--- config.mk ---
export PLATFORM = sky130hd
export DESIGN_NAME = wwd_top
export DESIGN_NICKNAME = d
export VERILOG_FILES = /design/src/logic/wwd_pkg.sv /design/src/logic/wwd_top.sv /design/src/logic/wwd_sync.sv /design/src/logic/wwd_probe.sv
export SDC_FILE = /design/constraint.sdc
export NUM_CORES = 1
export LEC_CHECK = 0
export BUFFER_PORTS_ARGS = -buffer_cell sky130_fd_sc_hd__buf_2
export CAP_MARGIN = 15
export CELL_PAD_IN_SITES_DETAIL_PLACEMENT = 1
export CELL_PAD_IN_SITES_GLOBAL_PLACEMENT = 2
export CORE_UTILIZATION = 45
export CTS_BUF_LIST = sky130_fd_sc_hd__clkbuf_4
export DETAILED_ROUTE_END_ITERATION = 10
export PLACE_DENSITY_LB_ADDON = 0.1
export SETUP_SLACK_MARGIN = 0.4
export SLEW_MARGIN = 20
export SYNTH_ARGS = -nofsm -noshare
export SYNTH_HDL_FRONTEND = slang
export SYNTH_SLANG_ARGS = --single-unit
export TNS_END_PERCENT = 1
--- constraint.sdc ---
create_clock -name mclk -period 8.7 [get_ports mclk]
set_clock_uncertainty 0.15 [all_clocks]
set_input_delay 0.435 -clock mclk [delete_from_list [all_inputs] [get_ports mclk]]
set_output_delay 0.435 -clock mclk [all_outputs]
set_load 0.03 [all_outputs]
--- src/logic/wwd_pkg.sv ---
// Package of constants and types for the window watchdog block
// Notes on behaviour
// - Probe each timing pin for a set period, classify open, pulled up or capacitor.
// - Re-probe the hold-time pin at every power-up.
// - Hold time is 200 ms with pin open, 10 ms when pulled up.
// - Capacitor window ratio: 1/8 for 00, 1/2 for 11, 3/4 for 01.
// - Select 10 disables: fault never asserts, kicks ignored.
// - Open window pin: lower 22.5, 1.85, 800 ms; upper 55, 27.5, 1600 ms.
// - At 3/4 ratio the lower bound may overlap the upper; tolerate it.
// - Timing-only select changes latch only at a fault or undervoltage reset.
// - A select change that disables takes effect at once.
// - After enabling, kicks are ignored for a 150 us settle period.
// - Capacitor hold: disable releases fault; re-enable waits a full hold time.
// - Preset hold: disable and re-enable during fault acts as a plain enable.
// - After first kick, each kick must fall inside the window, else fault.
// - First kick after enabling only needs to beat the upper bound.
// - On violation, fault low for hold time, kicks ignored meanwhile.
// - At power-up stay disabled, fault high, until an initial hold time ends.
package wwd_pkg;
	localparam int unsigned CLK_MHZ = 125;
	localparam int unsigned CW      = 32;
	// Times in microseconds as printed, counts derived (microseconds times CLK_MHZ, zero stays zero)
	localparam int unsigned PROBE_US  = 381;
	localparam int unsigned SETTLE_US = 150;
	localparam logic [CW-1:0] PROBE_CYC  = CW'(PROBE_US * CLK_MHZ);
	localparam logic [CW-1:0] SETTLE_CYC = CW'(SETTLE_US * CLK_MHZ);
	// Preset times in microseconds (typical figures)
	localparam int unsigned HOLD_OPEN_US = 200000;
	localparam int unsigned HOLD_PU_US   = 10000;
	localparam int unsigned LO_OPEN_00   = 22500;
	localparam int unsigned LO_OPEN_01   = 1850;
	localparam int unsigned LO_OPEN_11   = 800000;
	localparam int unsigned UP_OPEN_00   = 55000;
	localparam int unsigned UP_OPEN_01   = 27500;
	localparam int unsigned UP_OPEN_11   = 1600000;
	localparam int unsigned LO_PU_00     = 9000;
	localparam int unsigned LO_PU_01     = 9000;
	localparam int unsigned LO_PU_11     = 1850;
	localparam int unsigned UP_PU_00     = 109000;
	localparam int unsigned UP_PU_01     = 195000;
	localparam int unsigned UP_PU_11     = 11000;
	// Capacitor defaults: smallest-part upper bound, hold value arbitrary
	localparam int unsigned CAP_UP_US    = 62740;
	localparam int unsigned CAP_HOLD_US  = 12500;
	// Capacitor ratio shifts: lower = upper >> 3, >> 1, or upper - upper >> 2
	localparam int unsigned SH_R8 = 3;
	localparam int unsigned SH_R2 = 1;
	localparam int unsigned SH_R4 = 2;
	// Window select codes {sel1, sel0}
	localparam logic [1:0] SEL_00  = 2'h0;
	localparam logic [1:0] SEL_DIS = 2'h1;
	localparam logic [1:0] SEL_01  = 2'h2;
	localparam logic [1:0] SEL_11  = 2'h3;

	typedef enum logic [1:0] {
		PIN_OPEN = 2'b00,
		PIN_PU   = 2'b01,
		PIN_CAP  = 2'b10
	} wwd_pin_t;

	// Raw probe observation of one timing pin
	typedef struct packed {
		logic lvl_float; // Level with weak pull-down released
		logic lvl_slow;  // Level stayed low briefly after discharge: capacitor
	} wwd_probe_t;

	// Selected window bounds in clock cycles
	typedef struct packed {
		logic [CW-1:0] lower;
		logic [CW-1:0] upper;
	} wwd_win_t;

	function automatic logic [CW-1:0] wwd_us2cyc(input int unsigned us);
		wwd_us2cyc = CW'(us * CLK_MHZ);
	endfunction
endpackage

--- src/logic/wwd_top.sv ---
// Window watchdog core: probing, window timing, fault hold
`timescale 1ns/1ps
module wwd_top import wwd_pkg::*; #(
	// Capacitor-set times: the charge itself is analogue, outside this logic
	parameter logic [CW-1:0] CAP_UPPER_CYC = wwd_us2cyc(CAP_UP_US),
	parameter logic [CW-1:0] CAP_HOLD_CYC  = wwd_us2cyc(CAP_HOLD_US),
	// Preset hold times
	parameter logic [CW-1:0] HOLD_OPEN_CYC = wwd_us2cyc(HOLD_OPEN_US),
	parameter logic [CW-1:0] HOLD_PU_CYC   = wwd_us2cyc(HOLD_PU_US),
	// Preset window bounds, window pin open
	parameter logic [CW-1:0] LO_OPEN00_CYC = wwd_us2cyc(LO_OPEN_00),
	parameter logic [CW-1:0] LO_OPEN01_CYC = wwd_us2cyc(LO_OPEN_01),
	parameter logic [CW-1:0] LO_OPEN11_CYC = wwd_us2cyc(LO_OPEN_11),
	parameter logic [CW-1:0] UP_OPEN00_CYC = wwd_us2cyc(UP_OPEN_00),
	parameter logic [CW-1:0] UP_OPEN01_CYC = wwd_us2cyc(UP_OPEN_01),
	parameter logic [CW-1:0] UP_OPEN11_CYC = wwd_us2cyc(UP_OPEN_11),
	// Preset window bounds, window pin pulled up
	parameter logic [CW-1:0] LO_PU00_CYC   = wwd_us2cyc(LO_PU_00),
	parameter logic [CW-1:0] LO_PU01_CYC   = wwd_us2cyc(LO_PU_01),
	parameter logic [CW-1:0] LO_PU11_CYC   = wwd_us2cyc(LO_PU_11),
	parameter logic [CW-1:0] UP_PU00_CYC   = wwd_us2cyc(UP_PU_00),
	parameter logic [CW-1:0] UP_PU01_CYC   = wwd_us2cyc(UP_PU_01),
	parameter logic [CW-1:0] UP_PU11_CYC   = wwd_us2cyc(UP_PU_11)
) (
	input  wire logic       mclk,
	input  wire logic       rstn,
	input  wire logic       ce,
	input  wire logic       uvlo,
	input  wire logic       kick_input,
	input  wire logic       window_select_0,
	input  wire logic       window_select_1,
	input  wire wwd_probe_t window_timing_pin,
	input  wire wwd_probe_t delay_timing_pin,
	output logic            fault_output_n,
	output logic            enabled,
	output logic [1:0]      window_kind,
	output logic [1:0]      hold_kind
);
	typedef enum logic [2:0] {
		ST_PROBE  = 3'b000,
		ST_INIT   = 3'b001,
		ST_OFF    = 3'b010,
		ST_SETTLE = 3'b011,
		ST_FIRST  = 3'b100,
		ST_WIN    = 3'b101,
		ST_FAULT  = 3'b110
	} wwd_state_t;

	logic       rs1_q;
	logic       rs2_q;
	logic       rst_n;
	logic [3:0] pins_s;
	logic       kick_s;
	logic       uv_s;
	logic       sel0_s;
	logic       sel1_s;
	wwd_probe_t wprb_s, dprb_s;
	wwd_pin_t   wkind, dkind;
	logic       wdone;

	// Reset released through two flops, asserted at once
	// A raw release could reach the flops on different edges
	always_ff @(posedge mclk or negedge rstn) begin
		if (!rstn) begin
			rs1_q <= 1'b0;
			rs2_q <= 1'b0;
		end else begin
			rs1_q <= 1'b1;
			rs2_q <= rs1_q;
		end
	end
	assign rst_n = rs2_q;

	// Pins arrive asynchronously
	wwd_sync #(.W(6)) u_sync_ctl (
		.mclk (mclk),
		.rst_n(rst_n),
		.ce   (ce),
		.din  ({kick_input, uvlo, window_select_0, window_select_1}),
		.dout (pins_s)
	);
	wwd_sync #(.W(4)) u_sync_prb (
		.mclk (mclk),
		.rst_n(rst_n),
		.ce   (ce),
		.din  ({window_timing_pin, delay_timing_pin}),
		.dout ({wprb_s, dprb_s})
	);
	assign kick_s = pins_s[3];
	assign uv_s   = pins_s[2];
	assign sel0_s = pins_s[1];
	assign sel1_s = pins_s[0];

	// Sequencer state, held select code and registered outputs
	logic          pstart_q, pstart_d;
	wwd_state_t    st_q, st_d;
	logic [CW-1:0] cnt_q, cnt_d;
	logic [1:0]    sel_q, sel_d;
	logic          kick_q, kick_d;
	logic          capfault_q, capfault_d;
	logic          wdo_q, wdo_d;
	logic          en_q, en_d;
	logic [1:0]    live;
	logic          dis_now;
	logic          fall;
	wwd_win_t      win;
	logic [CW-1:0] hold;

	// One classifier per timing pin, both started and ended together
	wwd_probe u_probe_win (
		.mclk (mclk),
		.rst_n(rst_n),
		.ce   (ce),
		.start(pstart_q),
		.obs  (wprb_s),
		.kind (wkind),
		.done (wdone)
	);
	wwd_probe u_probe_del (
		.mclk (mclk),
		.rst_n(rst_n),
		.ce   (ce),
		.start(pstart_q),
		.obs  (dprb_s),
		.kind (dkind),
		.done ()
	);

	// Live select code and kick edge; a rising kick is never a kick
	assign live    = {sel1_s, sel0_s};
	assign dis_now = (live == SEL_DIS);
	assign fall    = kick_q & ~kick_s;

	// Window lookup from latched select and window pin class
	// Capacitor ratios are shifts, so 1/8 and 1/2 lower bounds truncate; the 3/4 one rounds up
	always_comb begin
		win = '0;
		unique case (wkind)
		PIN_OPEN: begin
			unique case (sel_q)
			SEL_00:  win = '{LO_OPEN00_CYC, UP_OPEN00_CYC};
			SEL_01:  win = '{LO_OPEN01_CYC, UP_OPEN01_CYC};
			SEL_11:  win = '{LO_OPEN11_CYC, UP_OPEN11_CYC};
			SEL_DIS: win = '0;
			endcase
		end
		PIN_PU: begin
			unique case (sel_q)
			SEL_00:  win = '{LO_PU00_CYC, UP_PU00_CYC};
			SEL_01:  win = '{LO_PU01_CYC, UP_PU01_CYC};
			SEL_11:  win = '{LO_PU11_CYC, UP_PU11_CYC};
			SEL_DIS: win = '0;
			endcase
		end
		default: begin // Capacitor
			win.upper = CAP_UPPER_CYC;
			unique case (sel_q)
			SEL_00:  win.lower = CAP_UPPER_CYC >> SH_R8;
			SEL_11:  win.lower = CAP_UPPER_CYC >> SH_R2;
			SEL_01:  win.lower = CAP_UPPER_CYC - (CAP_UPPER_CYC >> SH_R4);
			SEL_DIS: win.lower = '0;
			endcase
		end
		endcase
	end

	// Hold time by delay pin class
	// A capacitor hold is only a parameter here; its charge is analogue
	always_comb begin
		unique case (dkind)
		PIN_OPEN: hold = HOLD_OPEN_CYC;
		PIN_PU:   hold = HOLD_PU_CYC;
		default:  hold = CAP_HOLD_CYC;
		endcase
	end

	// Main sequencer; counter measures time since last kick or event
	always_comb begin
		st_d       = st_q;
		cnt_d      = cnt_q + 1'b1;
		sel_d      = sel_q;
		kick_d     = kick_s;
		capfault_d = capfault_q;
		wdo_d      = 1'b1;
		en_d       = 1'b0;
		pstart_d   = 1'b0;
		unique case (st_q)
		ST_PROBE: begin // Re-probe both pins each power-up
			cnt_d = '0;
			if (wdone) begin
				st_d  = ST_INIT;
				sel_d = live;
			end
		end
		ST_INIT: begin // Initial hold, disabled, fault high
			if (cnt_q >= hold - 1'b1) begin
				cnt_d = '0;
				sel_d = live;
				st_d  = dis_now ? ST_OFF : ST_SETTLE;
			end
		end
		ST_OFF: begin // Disabled: kicks ignored, output high
			cnt_d = '0;
			if (!dis_now) begin
				sel_d = live;
				// Capacitor hold interrupted: serve it in full first
				st_d = capfault_q ? ST_FAULT : ST_SETTLE;
			end
		end
		ST_SETTLE: begin // Kicks ignored while settling
			en_d = 1'b1;
			if (cnt_q >= SETTLE_CYC - 1'b1) begin
				cnt_d = '0;
				st_d  = ST_FIRST;
			end
		end
		ST_FIRST: begin // Plain timeout for the first kick
			en_d = 1'b1;
			if (fall) begin
				cnt_d = '0;
				st_d  = ST_WIN;
			end else if (cnt_q >= win.upper - 1'b1) begin
				cnt_d = '0;
				st_d  = ST_FAULT;
			end
		end
		ST_WIN: begin // Windowed kicks; a lower bound at or above the upper makes every kick a fault
			en_d = 1'b1;
			if (fall) begin
				cnt_d = '0;
				if (cnt_q < win.lower && cnt_q < win.upper)
					st_d = ST_FAULT;
			end else if (cnt_q >= win.upper - 1'b1) begin
				cnt_d = '0;
				st_d  = ST_FAULT;
			end
		end
		ST_FAULT: begin // Fault low, kicks ignored
			en_d       = 1'b1;
			wdo_d      = 1'b0;
			capfault_d = (dkind == PIN_CAP);
			if (cnt_q >= hold - 1'b1) begin
				cnt_d      = '0;
				capfault_d = 1'b0;
				sel_d      = live; // Timing change latched here
				st_d       = ST_SETTLE;
				en_d       = 1'b0;
			end
		end
		default: st_d = ST_PROBE;
		endcase
		// Disable acts at once, from any running state
		if (dis_now && st_q != ST_PROBE && st_q != ST_INIT) begin
			st_d  = ST_OFF;
			wdo_d = 1'b1;
			en_d  = 1'b0;
			if (st_q != ST_FAULT && st_q != ST_OFF)
				capfault_d = 1'b0;
		end
		// Undervoltage: restart, re-probe, relatch selects
		if (uv_s) begin
			st_d       = ST_PROBE;
			pstart_d   = 1'b1;
			capfault_d = 1'b0;
			wdo_d      = 1'b1;
			en_d       = 1'b0;
		end
	end

	// Sequencer registers; ce low freezes every one of them
	always_ff @(posedge mclk or negedge rst_n) begin
		if (!rst_n) begin
			st_q       <= ST_PROBE;
			pstart_q   <= 1'b1;
			cnt_q      <= '0;
			sel_q      <= SEL_DIS;
			kick_q     <= 1'b0;
			capfault_q <= 1'b0;
			wdo_q      <= 1'b1;
			en_q       <= 1'b0;
		end else if (ce) begin
			st_q       <= st_d;
			pstart_q   <= pstart_d;
			cnt_q      <= cnt_d;
			sel_q      <= sel_d;
			kick_q     <= kick_d;
			capfault_q <= capfault_d;
			wdo_q      <= wdo_d;
			en_q       <= en_d;
		end
	end

	// Class registers come from flops in the probe modules
	assign fault_output_n = wdo_q;
	assign enabled        = en_q;
	assign window_kind    = wkind;
	assign hold_kind      = dkind;
endmodule

--- src/logic/wwd_sync.sv ---
// Two-flop synchroniser for asynchronous pin inputs
`timescale 1ns/1ps
module wwd_sync import wwd_pkg::*; #(
	parameter int unsigned W = 1
) (
	input  wire logic         mclk,
	input  wire logic         rst_n,
	input  wire logic         ce,
	input  wire logic [W-1:0] din,
	output logic      [W-1:0] dout
);
	logic [W-1:0] s1_q, s1_d, s2_q, s2_d;

	// First stage feeds only the second
	always_comb begin
		s1_d = ce ? din : s1_q;
		s2_d = ce ? s1_q : s2_q;
	end

	always_ff @(posedge mclk or negedge rst_n) begin
		if (!rst_n) begin
			s1_q <= '0;
			s2_q <= '0;
		end else begin
			s1_q <= s1_d;
			s2_q <= s2_d;
		end
	end

	assign dout = s2_q;
endmodule

--- src/logic/wwd_probe.sv ---
// Timing-pin classifier run for a fixed probe period
`timescale 1ns/1ps
module wwd_probe import wwd_pkg::*; (
	input  wire logic       mclk,
	input  wire logic       rst_n,
	input  wire logic       ce,
	input  wire logic       start,
	input  wire wwd_probe_t obs,
	output wwd_pin_t        kind,
	output logic            done
);
	logic [CW-1:0] cnt_q, cnt_d;
	logic          run_q, run_d, done_q, done_d;
	logic          slow_q, slow_d;
	wwd_pin_t      kind_q, kind_d;

	// Count the probe period; a capacitor shows as a slow level seen any time
	always_comb begin
		cnt_d  = cnt_q;
		run_d  = run_q;
		done_d = 1'b0;
		slow_d = slow_q;
		kind_d = kind_q;
		if (start) begin
			run_d  = 1'b1;
			cnt_d  = '0;
			slow_d = 1'b0;
		end else if (run_q) begin
			slow_d = slow_q | obs.lvl_slow;
			if (cnt_q == PROBE_CYC - 1'b1) begin
				run_d  = 1'b0;
				done_d = 1'b1;
				if (slow_d)
					kind_d = PIN_CAP;
				else if (obs.lvl_float)
					kind_d = PIN_PU;
				else
					kind_d = PIN_OPEN;
			end else begin
				cnt_d = cnt_q + 1'b1;
			end
		end
	end

	always_ff @(posedge mclk or negedge rst_n) begin
		if (!rst_n) begin
			cnt_q  <= '0;
			run_q  <= 1'b0;
			done_q <= 1'b0;
			slow_q <= 1'b0;
			kind_q <= PIN_OPEN;
		end else if (ce) begin
			cnt_q  <= cnt_d;
			run_q  <= run_d;
			done_q <= done_d;
			slow_q <= slow_d;
			kind_q <= kind_d;
		end
	end

	assign kind = kind_q;
	assign done = done_q;
endmodule

==> results of run 1 <==
-- flip-flops by register name (all words and copies together) (netlist names), 3 cells and up --
name and flops:
cnt_q 32, u_probe_del.cnt_q 32, u_probe_win.cnt_q 32, u_sync_ctl.dout 4
u_sync_ctl.s1_q 4, u_sync_prb.dout 4, u_sync_prb.s1_q 4, st_q 3
-- worst paths after layout --
kind / end / slack [ns]
max: cnt_q[0] / 3.11
min: rs2_q / 0.21
max reg2reg: cnt_q[0] / 3.11
min reg2reg: rs2_q / 0.21
max in group asynchronous: u_sync_prb.dout[1] / 6.68
min in group asynchronous: u_probe_win.cnt_q[29] / 0.33
-- per-layer routing --
layer	track usage (%)	part of all wire, %	up-vias
li1	-	-	4213
met1	35.6	49	4241
met2	42.9	47	82
met3	3.61	2.5	22
met4	5.55	1.2	0
met5	0	0	-
-- cell usage after synthesis (4+ instances only) --
| library cell | count | area share, % |
|---|---|---|
| nor2_1 | 112 | 4.2 |
| nand2_1 | 90 | 3.4 |
| nor3_1 | 33 | 1.7 |
| xnor2_1 | 34 | 3.0 |
| a21oi_1 | 116 | 5.8 |
| nand3_1 | 46 | 2.3 |
| o21ai_0 | 68 | 3.4 |
| nand2b_1 | 9 | 0.57 |
| and2_1 | 8 | 0.50 |
| clkbuf_1 | 33 | 1.2 |
| ha_1 | 113 | 14 |
| o21a_1 | 4 | 0.30 |
| xor2_1 | 25 | 2.2 |
| nor4_1 | 21 | 1.3 |
| o31ai_1 | 6 | 0.45 |
| o211ai_1 | 6 | 0.45 |
| nor4b_1 | 6 | 0.53 |
| or3_1 | 22 | 1.4 |
| buf_2 | 6 | 0.30 |
| a211oi_1 | 8 | 0.60 |
| and4_1 | 8 | 0.70 |
| a31oi_1 | 7 | 0.44 |
| and3_1 | 16 | 1.0 |
| mux2i_1 | 5 | 0.50 |
| a21o_1 | 15 | 1.1 |
| nor2b_1 | 12 | 0.75 |
| inv_1 | 50 | 1.9 |
| or2_2 | 8 | 0.50 |
| nand4_1 | 37 | 2.3 |
| dfrtp_1 | 130 | 33 |
| mux2_2 | 20 | 2.3 |
-- through the flow --
step / area [µm²] / utilization, %
after floorplan: 9950 / -
after global placement: 10200 / 47.0
after detailed placement: 10200 / 47.0
after CTS: 10700 / 49.0
after global routing: 10700 / 49.1
final: 10700 / 49.1
-- report_power, final --
group	internal, µW	switching (µW)	leakage [µW]
Clock	235	263	0.000166
Combinational	333	587	0.00274
Sequential	667	80.6	0.00177
Total	1230	931	0.00468
-- final cells by class --
type / count / area (µm²)
fill: 2605 / 11100
multi-input combinational: 927 / 6250
sequential: 133 / 3340
tap: 280 / 350
timing repair buffer: 30 / 210
clock inverter: 14 / 199
inverter: 50 / 188
clock buffer: 18 / 135
antenna: 2 / 5.00
-- worst max-delay path, cell delays in order, from the launching register on --
cell	delay (ns)
dfstp_2	0.58
inv_1	0.07
ha_1	0.37
nor3_1	0.18
or2_2	0.14
a21oi_1	0.06
inv_1	0.17
ha_1	0.24
and3_1	0.23
and2_1	0.21
o211ai_1	0.15
nor3_1	0.52
inv_1	0.16
and2_1	0.18
ha_1	0.27
nand4_1	0.14
nor2_1	0.12
nand4_1	0.12
o211ai_1	0.25
a221oi_1	0.16
a21oi_4	0.75
o21ai_0	0.21
-- kinds of logic (layout without fill, tap and decap cells) --
kind of cell               count (synthesis)  after routing  share of synthesized area, %
other                                      2              4                        0.0755
xor gates and xnor gates                  59             59                          5.19
buffers and inverters                     95            112                          3.86
muxes                                     25             25                          2.77
and+or+nand+nor                          457            457                          24.0
adders and majority gates                113            113                          14.2
DFF                                      133            133                          33.5
AOI/OAI and AO/OA                        271            271                          16.4
==> impl_metrics.env, run 1 <==
export IMPL_maxSlewViolCount=0
export IMPL_die_h_um=151
export IMPL_synth_distinct_cells=75
export IMPL_period_share_pct=64.2
export IMPL_drt_first_pass_iters=4
export IMPL_cp_end_kind="flop"
export IMPL_cp_start_kind="flop"
export IMPL_crit_start="sel_q[0]"
export IMPL_r2r_start="sel_q[0]"
export IMPL_pre_cts_ws_ns=3.10
export IMPL_p_leak_uw=0.00468
export IMPL_final_common_cell="dfrtp_1"
export IMPL_antenna_found_initial=1
export IMPL_instances_no_fill=1454
export IMPL_yosysSeqAreaShare_pct=33.5
export IMPL_die_area_um2=22700
export IMPL_postRouteAntennaNets=0
export IMPL_cts_buffer_depth=2
export IMPL_pin_count=17
export IMPL_hold_viol=0
export IMPL_ys_seq_elements=133
export IMPL_fin_setup_tns_ns=0
export IMPL_syn_area_per_cell_um2=8.61
export IMPL_grt_overflow=0
export IMPL_drc=0
export IMPL_vias=8558
export IMPL_root_buffer="clkbuf_4"
export IMPL_grt_total_usage_pct=25.8
export IMPL_drtIter0Drc=244
export IMPL_hold_class="flop to flop"
export IMPL_synthArstFlopShare_pct=100
export IMPL_totalWireLength_um=27900
export IMPL_numCtsBuffers=17
export IMPL_postCtsSetupBuffers=0
export IMPL_fin_nets=1283
export IMPL_die_width_um=151
export IMPL_r2r_cells=21
export IMPL_fin_worst_hold_slack_ns=0.211
export IMPL_worstPathArrival_ns=5.83
export IMPL_syn2layout_area_growth_pct=7.29
export IMPL_num_rows=54
export IMPL_timing_final_ws_setup_ns=3.11
export IMPL_postSynthCellCount=1155
export IMPL_path_clk_slew_ns=0.13
export IMPL_clkSinkCount=133
export IMPL_drv_cap=0
export IMPL_ys_flop_type="dfrtp_1"
export IMPL_setup_viol=0
export IMPL_drive_above_1_share_pct=9.13
export IMPL_cts_hold_buffers=10
export IMPL_cts_resized=0
export IMPL_postSynthNetCount=1279
export IMPL_crit_type="flop to flop"
export IMPL_port_buffers=16
export IMPL_tightestPinTransition_ns=0.957
export IMPL_gp_congestion=0.844
export IMPL_power_density_nw_per_um2=203
export IMPL_drt_wirelength_per_cell_um=19.2
export IMPL_relSlewSlack_pct=36.2
export IMPL_grt_start_max_net_pins=77
export IMPL_clock_fmax_mhz=179
export IMPL_synth_warnings=0
export IMPL_required_ns=8.94
export IMPL_dp_cells=1410
export IMPL_start_util_pct=45.7
export IMPL_detailed_place_hpwl_um=21000
export IMPL_vias_per_cell=5.89
export IMPL_cp_max_fo=32
export IMPL_outcome="finished clean"
export IMPL_mappedNetlistArea_um2=9950
export IMPL_cts_htree_levels=4
export IMPL_hold_depth=0
export IMPL_final_cell_mix="dfrtp_1 (129), a21oi_1 (115), ha_1 (113), nor2_1 (111), nand2_1 (90)"
export IMPL_clk_latency_ns=0.55
export IMPL_finalPower_uw=2170
export IMPL_period_minus_slack_ns=5.59
export IMPL_worstHoldStart="rs1_q"
export IMPL_grt_pass1_vias=8730
export IMPL_fp_coreArea_um2=21800
export IMPL_cts_tree="yes"
export IMPL_rsz0062_at_grt="false"
export IMPL_grt_pass1_wl_um=45600
export IMPL_irDropWorstVdd_mv=0.0957
export IMPL_synth_edf_count=0
(Power assumes the default switching activity.)
==> run 2: changes to the inputs <==
Settings changed: CORE_UTILIZATION 45 to 41.
Clock period 8.7 ns to 5.4 ns, I/O delays scaled along.
==> impl_metrics.env, run 2 (synthesis results as in run 1) <==
export IMPL_hold_viol=0
export IMPL_pin_count=17
export IMPL_cp_start_kind="flop"
export IMPL_design_area_um2=10800
export IMPL_clock_fmax_mhz=216
export IMPL_crit_type="flop to flop"
export IMPL_required_ns=5.72
export IMPL_tightestPinTransition_ns=0.940
export IMPL_antenna_found_initial=1
export IMPL_period_share_pct=85.7
export IMPL_irDropWorstVdd_mv=0.146
export IMPL_setup_viol=0
export IMPL_clk_latency_ns=0.56
export IMPL_fin_setup_tns_ns=0
export IMPL_drt_wirelength_per_cell_um=18.8
export IMPL_cp_max_fo=32
export IMPL_totalWireLength_um=28400
export IMPL_finalPower_uw=3470
export IMPL_power_frac_clock_pct=21.2
export IMPL_start_util_pct=42.1
export IMPL_reg_top3="cnt_q (32), u_probe_del.cnt_q (32), u_probe_win.cnt_q (32)"
export IMPL_grt_busiest_layer="met2"
export IMPL_cts_tree="yes"
export IMPL_drv_cap=0
export IMPL_power_density_nw_per_um2=321
export IMPL_drc=0
export IMPL_hold_class="flop to asynchronous set/reset pin"
export IMPL_power_frac_comb_pct=44.3
export IMPL_p_seq_share_pct=34.5
export IMPL_p_leak_uw=0.00475
export IMPL_die_width_um=158
export IMPL_period_minus_slack_ns=4.63
export IMPL_rsz0062_at_grt="false"
export IMPL_grtUsageMet1_pct=33.4
export IMPL_final_cell_mix="dfrtp_1 (129), a21oi_1 (115), ha_1 (112), nor2_1 (111), nand2_1 (90)"
export IMPL_root_buffer="clkbuf_4"
export IMPL_cp_end_kind="flop"
export IMPL_fin_nets=1297
export IMPL_worstPathArrival_ns=4.95
export IMPL_numCtsBuffers=17
export IMPL_r2r_cells=22
export IMPL_use_met3_pct=2.71
export IMPL_intPower_uw=1970
export IMPL_die_h_um=158
export IMPL_drt_first_pass_iters=4
export IMPL_detailed_place_hpwl_um=21600
export IMPL_grt_start_max_net_pins=63
export IMPL_port_buffers=16
export IMPL_cts_buffer_depth=2
export IMPL_gr_usage_met2_pct=40.2
export IMPL_num_rows=56
export IMPL_outcome="finished clean"
export IMPL_maxSlewViolCount=0
export IMPL_grt_pass1_wl_um=47100
export IMPL_gp_congestion=0.866
export IMPL_vias_per_cell=5.75
export IMPL_syn2layout_area_growth_pct=8.82
export IMPL_drive_above_1_share_pct=10.6
export IMPL_grt_overflow=0
export IMPL_vias=8661
export IMPL_grt_total_usage_pct=24.3
export IMPL_cts_htree_levels=4
export IMPL_clkSinkCount=133
export IMPL_postRouteAntennaNets=0
export IMPL_p_switching_uw=1500
export IMPL_fp_coreArea_um2=23600
export IMPL_final_common_cell="dfrtp_1"
export IMPL_grt_pass1_vias=8781
export IMPL_die_area_um2=24900
export IMPL_path_clk_slew_ns=0.13
export IMPL_placed_area_um2=10400
export IMPL_relSlewSlack_pct=37.2
export IMPL_drtIter0Drc=352
export IMPL_switching_share_pct=43.4
## run 2: cell types whose count changed in the layout (fill, tap and decap cells not counted), sizes merged
| cell | change |
|---|---|
| buf | +14 |
| bufinv | -1 |
| clkbuf | -1 |
| clkinv | +2 |
## run 2: per-layer routing
metal  vias up  wire length, µm
met3        31              652
met4         0              503
met1      4287            13800
li1       4257                -
met5         -                0
met2        86            13500
## run 2: critical path, stage by stage (launching register included)
cell	delay [ns]
dfstp_2	0.60
inv_1	0.07
ha_1	0.20
nor3_1	0.17
or2_2	0.14
a21oi_1	0.07
inv_1	0.15
ha_2	0.23
and3_1	0.21
and2_4	0.17
o211ai_1	0.15
nor3_1	0.17
buf_4	0.16
inv_1	0.06
and2_1	0.16
ha_1	0.30
and2_0	0.19
a221oi_2	0.21
o211ai_1	0.17
a221oi_2	0.26
a21oi_2	0.09
buf_6	0.20
a211oi_2	0.24
## run 2: final timing paths
path / to / slack [ns] / from
max in group asynchronous: u_probe_del.cnt_q[4] / 4.00 / rs2_q
min in group mclk: pstart_q / 0.14 / ce
min reg2reg: u_probe_win.cnt_q[19] / 0.03 / rs2_q
max reg2reg: cnt_q[2] / 0.77 / sel_q[0]
min: u_probe_win.cnt_q[19] / 0.03 / rs2_q
max: cnt_q[2] / 0.77 / sel_q[0]
## run 2: per-stage QoR
| stage | setup slack (ns) | hold WS (ns) | util, % | std cells |
|---|---|---|---|---|
| detailed placement | 0.476 | -0.0816 | 43.9 | 1462 |
| global route | 0.430 | 0.0494 | 45.8 | 1507 |
| finish | 0.774 | 0.0313 | 45.8 | 1507 |
| CTS | 0.441 | 0.0388 | 45.6 | 1504 |
| floorplan | 0.897 | -0.176 | - | 1155 |
| global placement | 0.648 | -0.0830 | 43.9 | 1462 |
## run 2: power by group through the flow
stage	sequential (µW)	clock [µW]	combinational [µW]
global route	1210	790	1750
CTS	1200	761	1520
global placement	1210	0	1480
floorplan	1170	0	1100
finish	1200	735	1540
detailed placement	1220	0	1500
## run 2: cell type report
| cell class | count | area (µm²) |
|---|---|---|
| Sequential cell | 133 | 3340 |
| Inverter | 50 | 188 |
| Clock inverter | 15 | 178 |
| Tap cell | 319 | 399 |
| Antenna cell | 2 | 5.00 |
| Timing Repair Buffer | 44 | 319 |
| Multi-Input combinational cell | 927 | 6270 |
| Fill cell | 2836 | 12800 |
| Clock buffer | 17 | 128 |
## run 2: timing repair
action                     4_1_cts  5_1_grt
hold endpoints to repair        10        0
hold buffers                    10        0
setup endpoints to repair        0       32
setup buffers                    0        1
gates resized for setup          0        7
==> run 3: changes to the inputs <==
Settings changed: SLEW_MARGIN 20 to unset.
Clock period 5.4 ns to 5.3 ns, I/O delays scaled along.
==> impl_metrics.env, run 3 (synthesis results as in run 1) <==
export IMPL_reg_top3="cnt_q (32), u_probe_del.cnt_q (32), u_probe_win.cnt_q (32)"
export IMPL_clkSinkCount=133
export IMPL_grt_pass1_vias=8638
export IMPL_cp_start_kind="flop"
export IMPL_relSlewSlack_pct=32.3
export IMPL_die_width_um=158
export IMPL_pin_count=17
export IMPL_final_common_cell="dfrtp_1"
export IMPL_drtIter0Drc=312
export IMPL_vias=8747
export IMPL_antenna_found_initial=2
export IMPL_r2r_end="cnt_q[2]"
export IMPL_root_buffer="clkbuf_4"
export IMPL_nFillCells=2846
export IMPL_grt_overflow=0
export IMPL_numCtsBuffers=17
export IMPL_fin_setup_tns_ns=0
export IMPL_grt_pass1_wl_um=46500
export IMPL_detailed_place_hpwl_um=21700
export IMPL_syn2layout_area_growth_pct=9.32
export IMPL_drive_above_1_share_pct=10.7
export IMPL_final_cell_mix="dfrtp_1 (129), a21oi_1 (115), ha_1 (112), nor2_1 (111), nand2_1 (90)"
export IMPL_pre_cts_ws_ns=0.315
export IMPL_grt_start_max_net_pins=77
export IMPL_cts_tree="yes"
export IMPL_drc=0
export IMPL_num_rows=56
export IMPL_die_h_um=158
export IMPL_dp_cells=1463
export IMPL_port_buffers=16
export IMPL_cp_max_fo=32
export IMPL_gp_congestion=0.868
export IMPL_timing_final_ws_setup_ns=0.642
export IMPL_period_share_pct=87.9
export IMPL_hold_class="input pin to flop"
export IMPL_cts_buffer_depth=2
export IMPL_vias_per_cell=5.78
export IMPL_drv_cap=0
export IMPL_path_clk_slew_ns=0.12
export IMPL_grt_total_usage_pct=24.0
export IMPL_rsz0062_at_grt="false"
export IMPL_r2r_start="sel_q[0]"
export IMPL_period_minus_slack_ns=4.66
export IMPL_outcome="finished clean"
export IMPL_finalPower_uw=3580
export IMPL_cts_htree_levels=4
export IMPL_postRouteAntennaNets=0
export IMPL_required_ns=5.61
export IMPL_irDropWorstVdd_mv=0.128
export IMPL_die_area_um2=24900
export IMPL_setup_viol=0
export IMPL_cp_end_kind="flop"
export IMPL_fp_coreArea_um2=23600
export IMPL_fin_worst_hold_slack_ns=0.166
export IMPL_cp_endpoint="cnt_q[2]"
export IMPL_drt_wirelength_per_cell_um=18.8
export IMPL_r2r_slack_ns=0.64
export IMPL_maxSlewViolCount=0
export IMPL_crit_type="flop to flop"
export IMPL_tightestPinTransition_ns=1.02
export IMPL_clk_latency_ns=0.55
export IMPL_fin_nets=1304
export IMPL_clock_fmax_mhz=215
export IMPL_worstPathArrival_ns=4.97
export IMPL_start_util_pct=42.1
export IMPL_power_density_nw_per_um2=329
export IMPL_instances_no_fill=1513
export IMPL_crit_start="sel_q[0]"
export IMPL_totalWireLength_um=28500
export IMPL_hold_viol=0
export IMPL_r2r_cells=22
export IMPL_drt_first_pass_iters=4
export IMPL_p_leak_uw=0.00479
==> run 3: cell types whose count changed in the layout (fill, tap and decap cells not counted), sizes merged, moves of 3 or more <==
cell and change:
buf +7, inv -4, clkbuf +3, clkinv +3
clkinvlp -3
==> run 3: power by group <==
| part | leakage [µW] | switching, µW | internal (µW) |
|---|---|---|---|
| Clock | 0.000165 | 381 | 382 |
| Sequential | 0.00177 | 131 | 1090 |
| Combinational | 0.00286 | 986 | 606 |
==> run 3: how the worst min path moves through the flow <==
stage                     from        endpoint  slack, ns  depth (start not counted)
after floorplan           rstn           rs1_q      -0.18                          0
after CTS                   ce  fault_output_n       0.13                          3
after global routing        ce  fault_output_n       0.16                          3
final                       ce  fault_output_n       0.17                          3
after global placement    rstn           rs1_q       -0.1                          1
after detailed placement  rstn           rs2_q       -0.1                          1
==> run 3: repair_timing <==
action | in CTS | in global routing
buffers inserted | 0 | 7
resized for setup | 3 | 4
hold buffers | 10 | 0
endpoints found under the setup margin | 30 | 34
pin swaps | 0 | 3
hold endpoints to repair | 10 | 0
==> run 3: cell type report <==
| class | count | area, µm² | share of cell area, % |
|---|---|---|---|
| repair buffers | 51 | 375 | 3.45 |
| flip-flops and latches | 133 | 3340 | 30.7 |
| diodes | 1 | 2.50 | 0.0230 |
| multi-input cells | 927 | 6260 | 57.6 |
| inverters | 50 | 188 | 1.73 |
| clock inverters | 12 | 160 | 1.47 |
| well taps | 319 | 399 | 3.67 |
| clock buffers | 20 | 150 | 1.38 |
==> run 3: routing by layer <==
metal | part of all wire (%) | vias to the layer above | GRT usage, %
met1 | 48 | 4369 | 32.3
met5 | 0.046 | - | 0
met3 | 2.0 | 27 | 2.93
met4 | 1.6 | 2 | 6.29
met2 | 49 | 93 | 40.7
li1 | - | 4256 | -
==> run 3: stage by stage <==
step	util [%]	area [µm²]
floorplan	-	9950
global placement	44.0	10400
detailed placement	44.0	10400
CTS	45.8	10800
global route	46.1	10900
finish	46.1	10900
==> run 3: critical path: stages, from the launching register on <==
cell      delay, ns
dfstp_2        0.57
inv_1          0.06
ha_1           0.21
buf_4          0.17
nand2b_1       0.14
nand2b_1       0.13
inv_1          0.08
ha_2           0.22
and3_4         0.20
and2_2         0.18
o211ai_1       0.14
nor3_1         0.19
buf_4          0.16
inv_1          0.06
and2_1         0.17
ha_1           0.30
and2_0         0.20
a221oi_2       0.24
o211ai_1       0.18
a221oi_2       0.30
a21oi_2        0.10
buf_8          0.19
a211oi_1       0.23
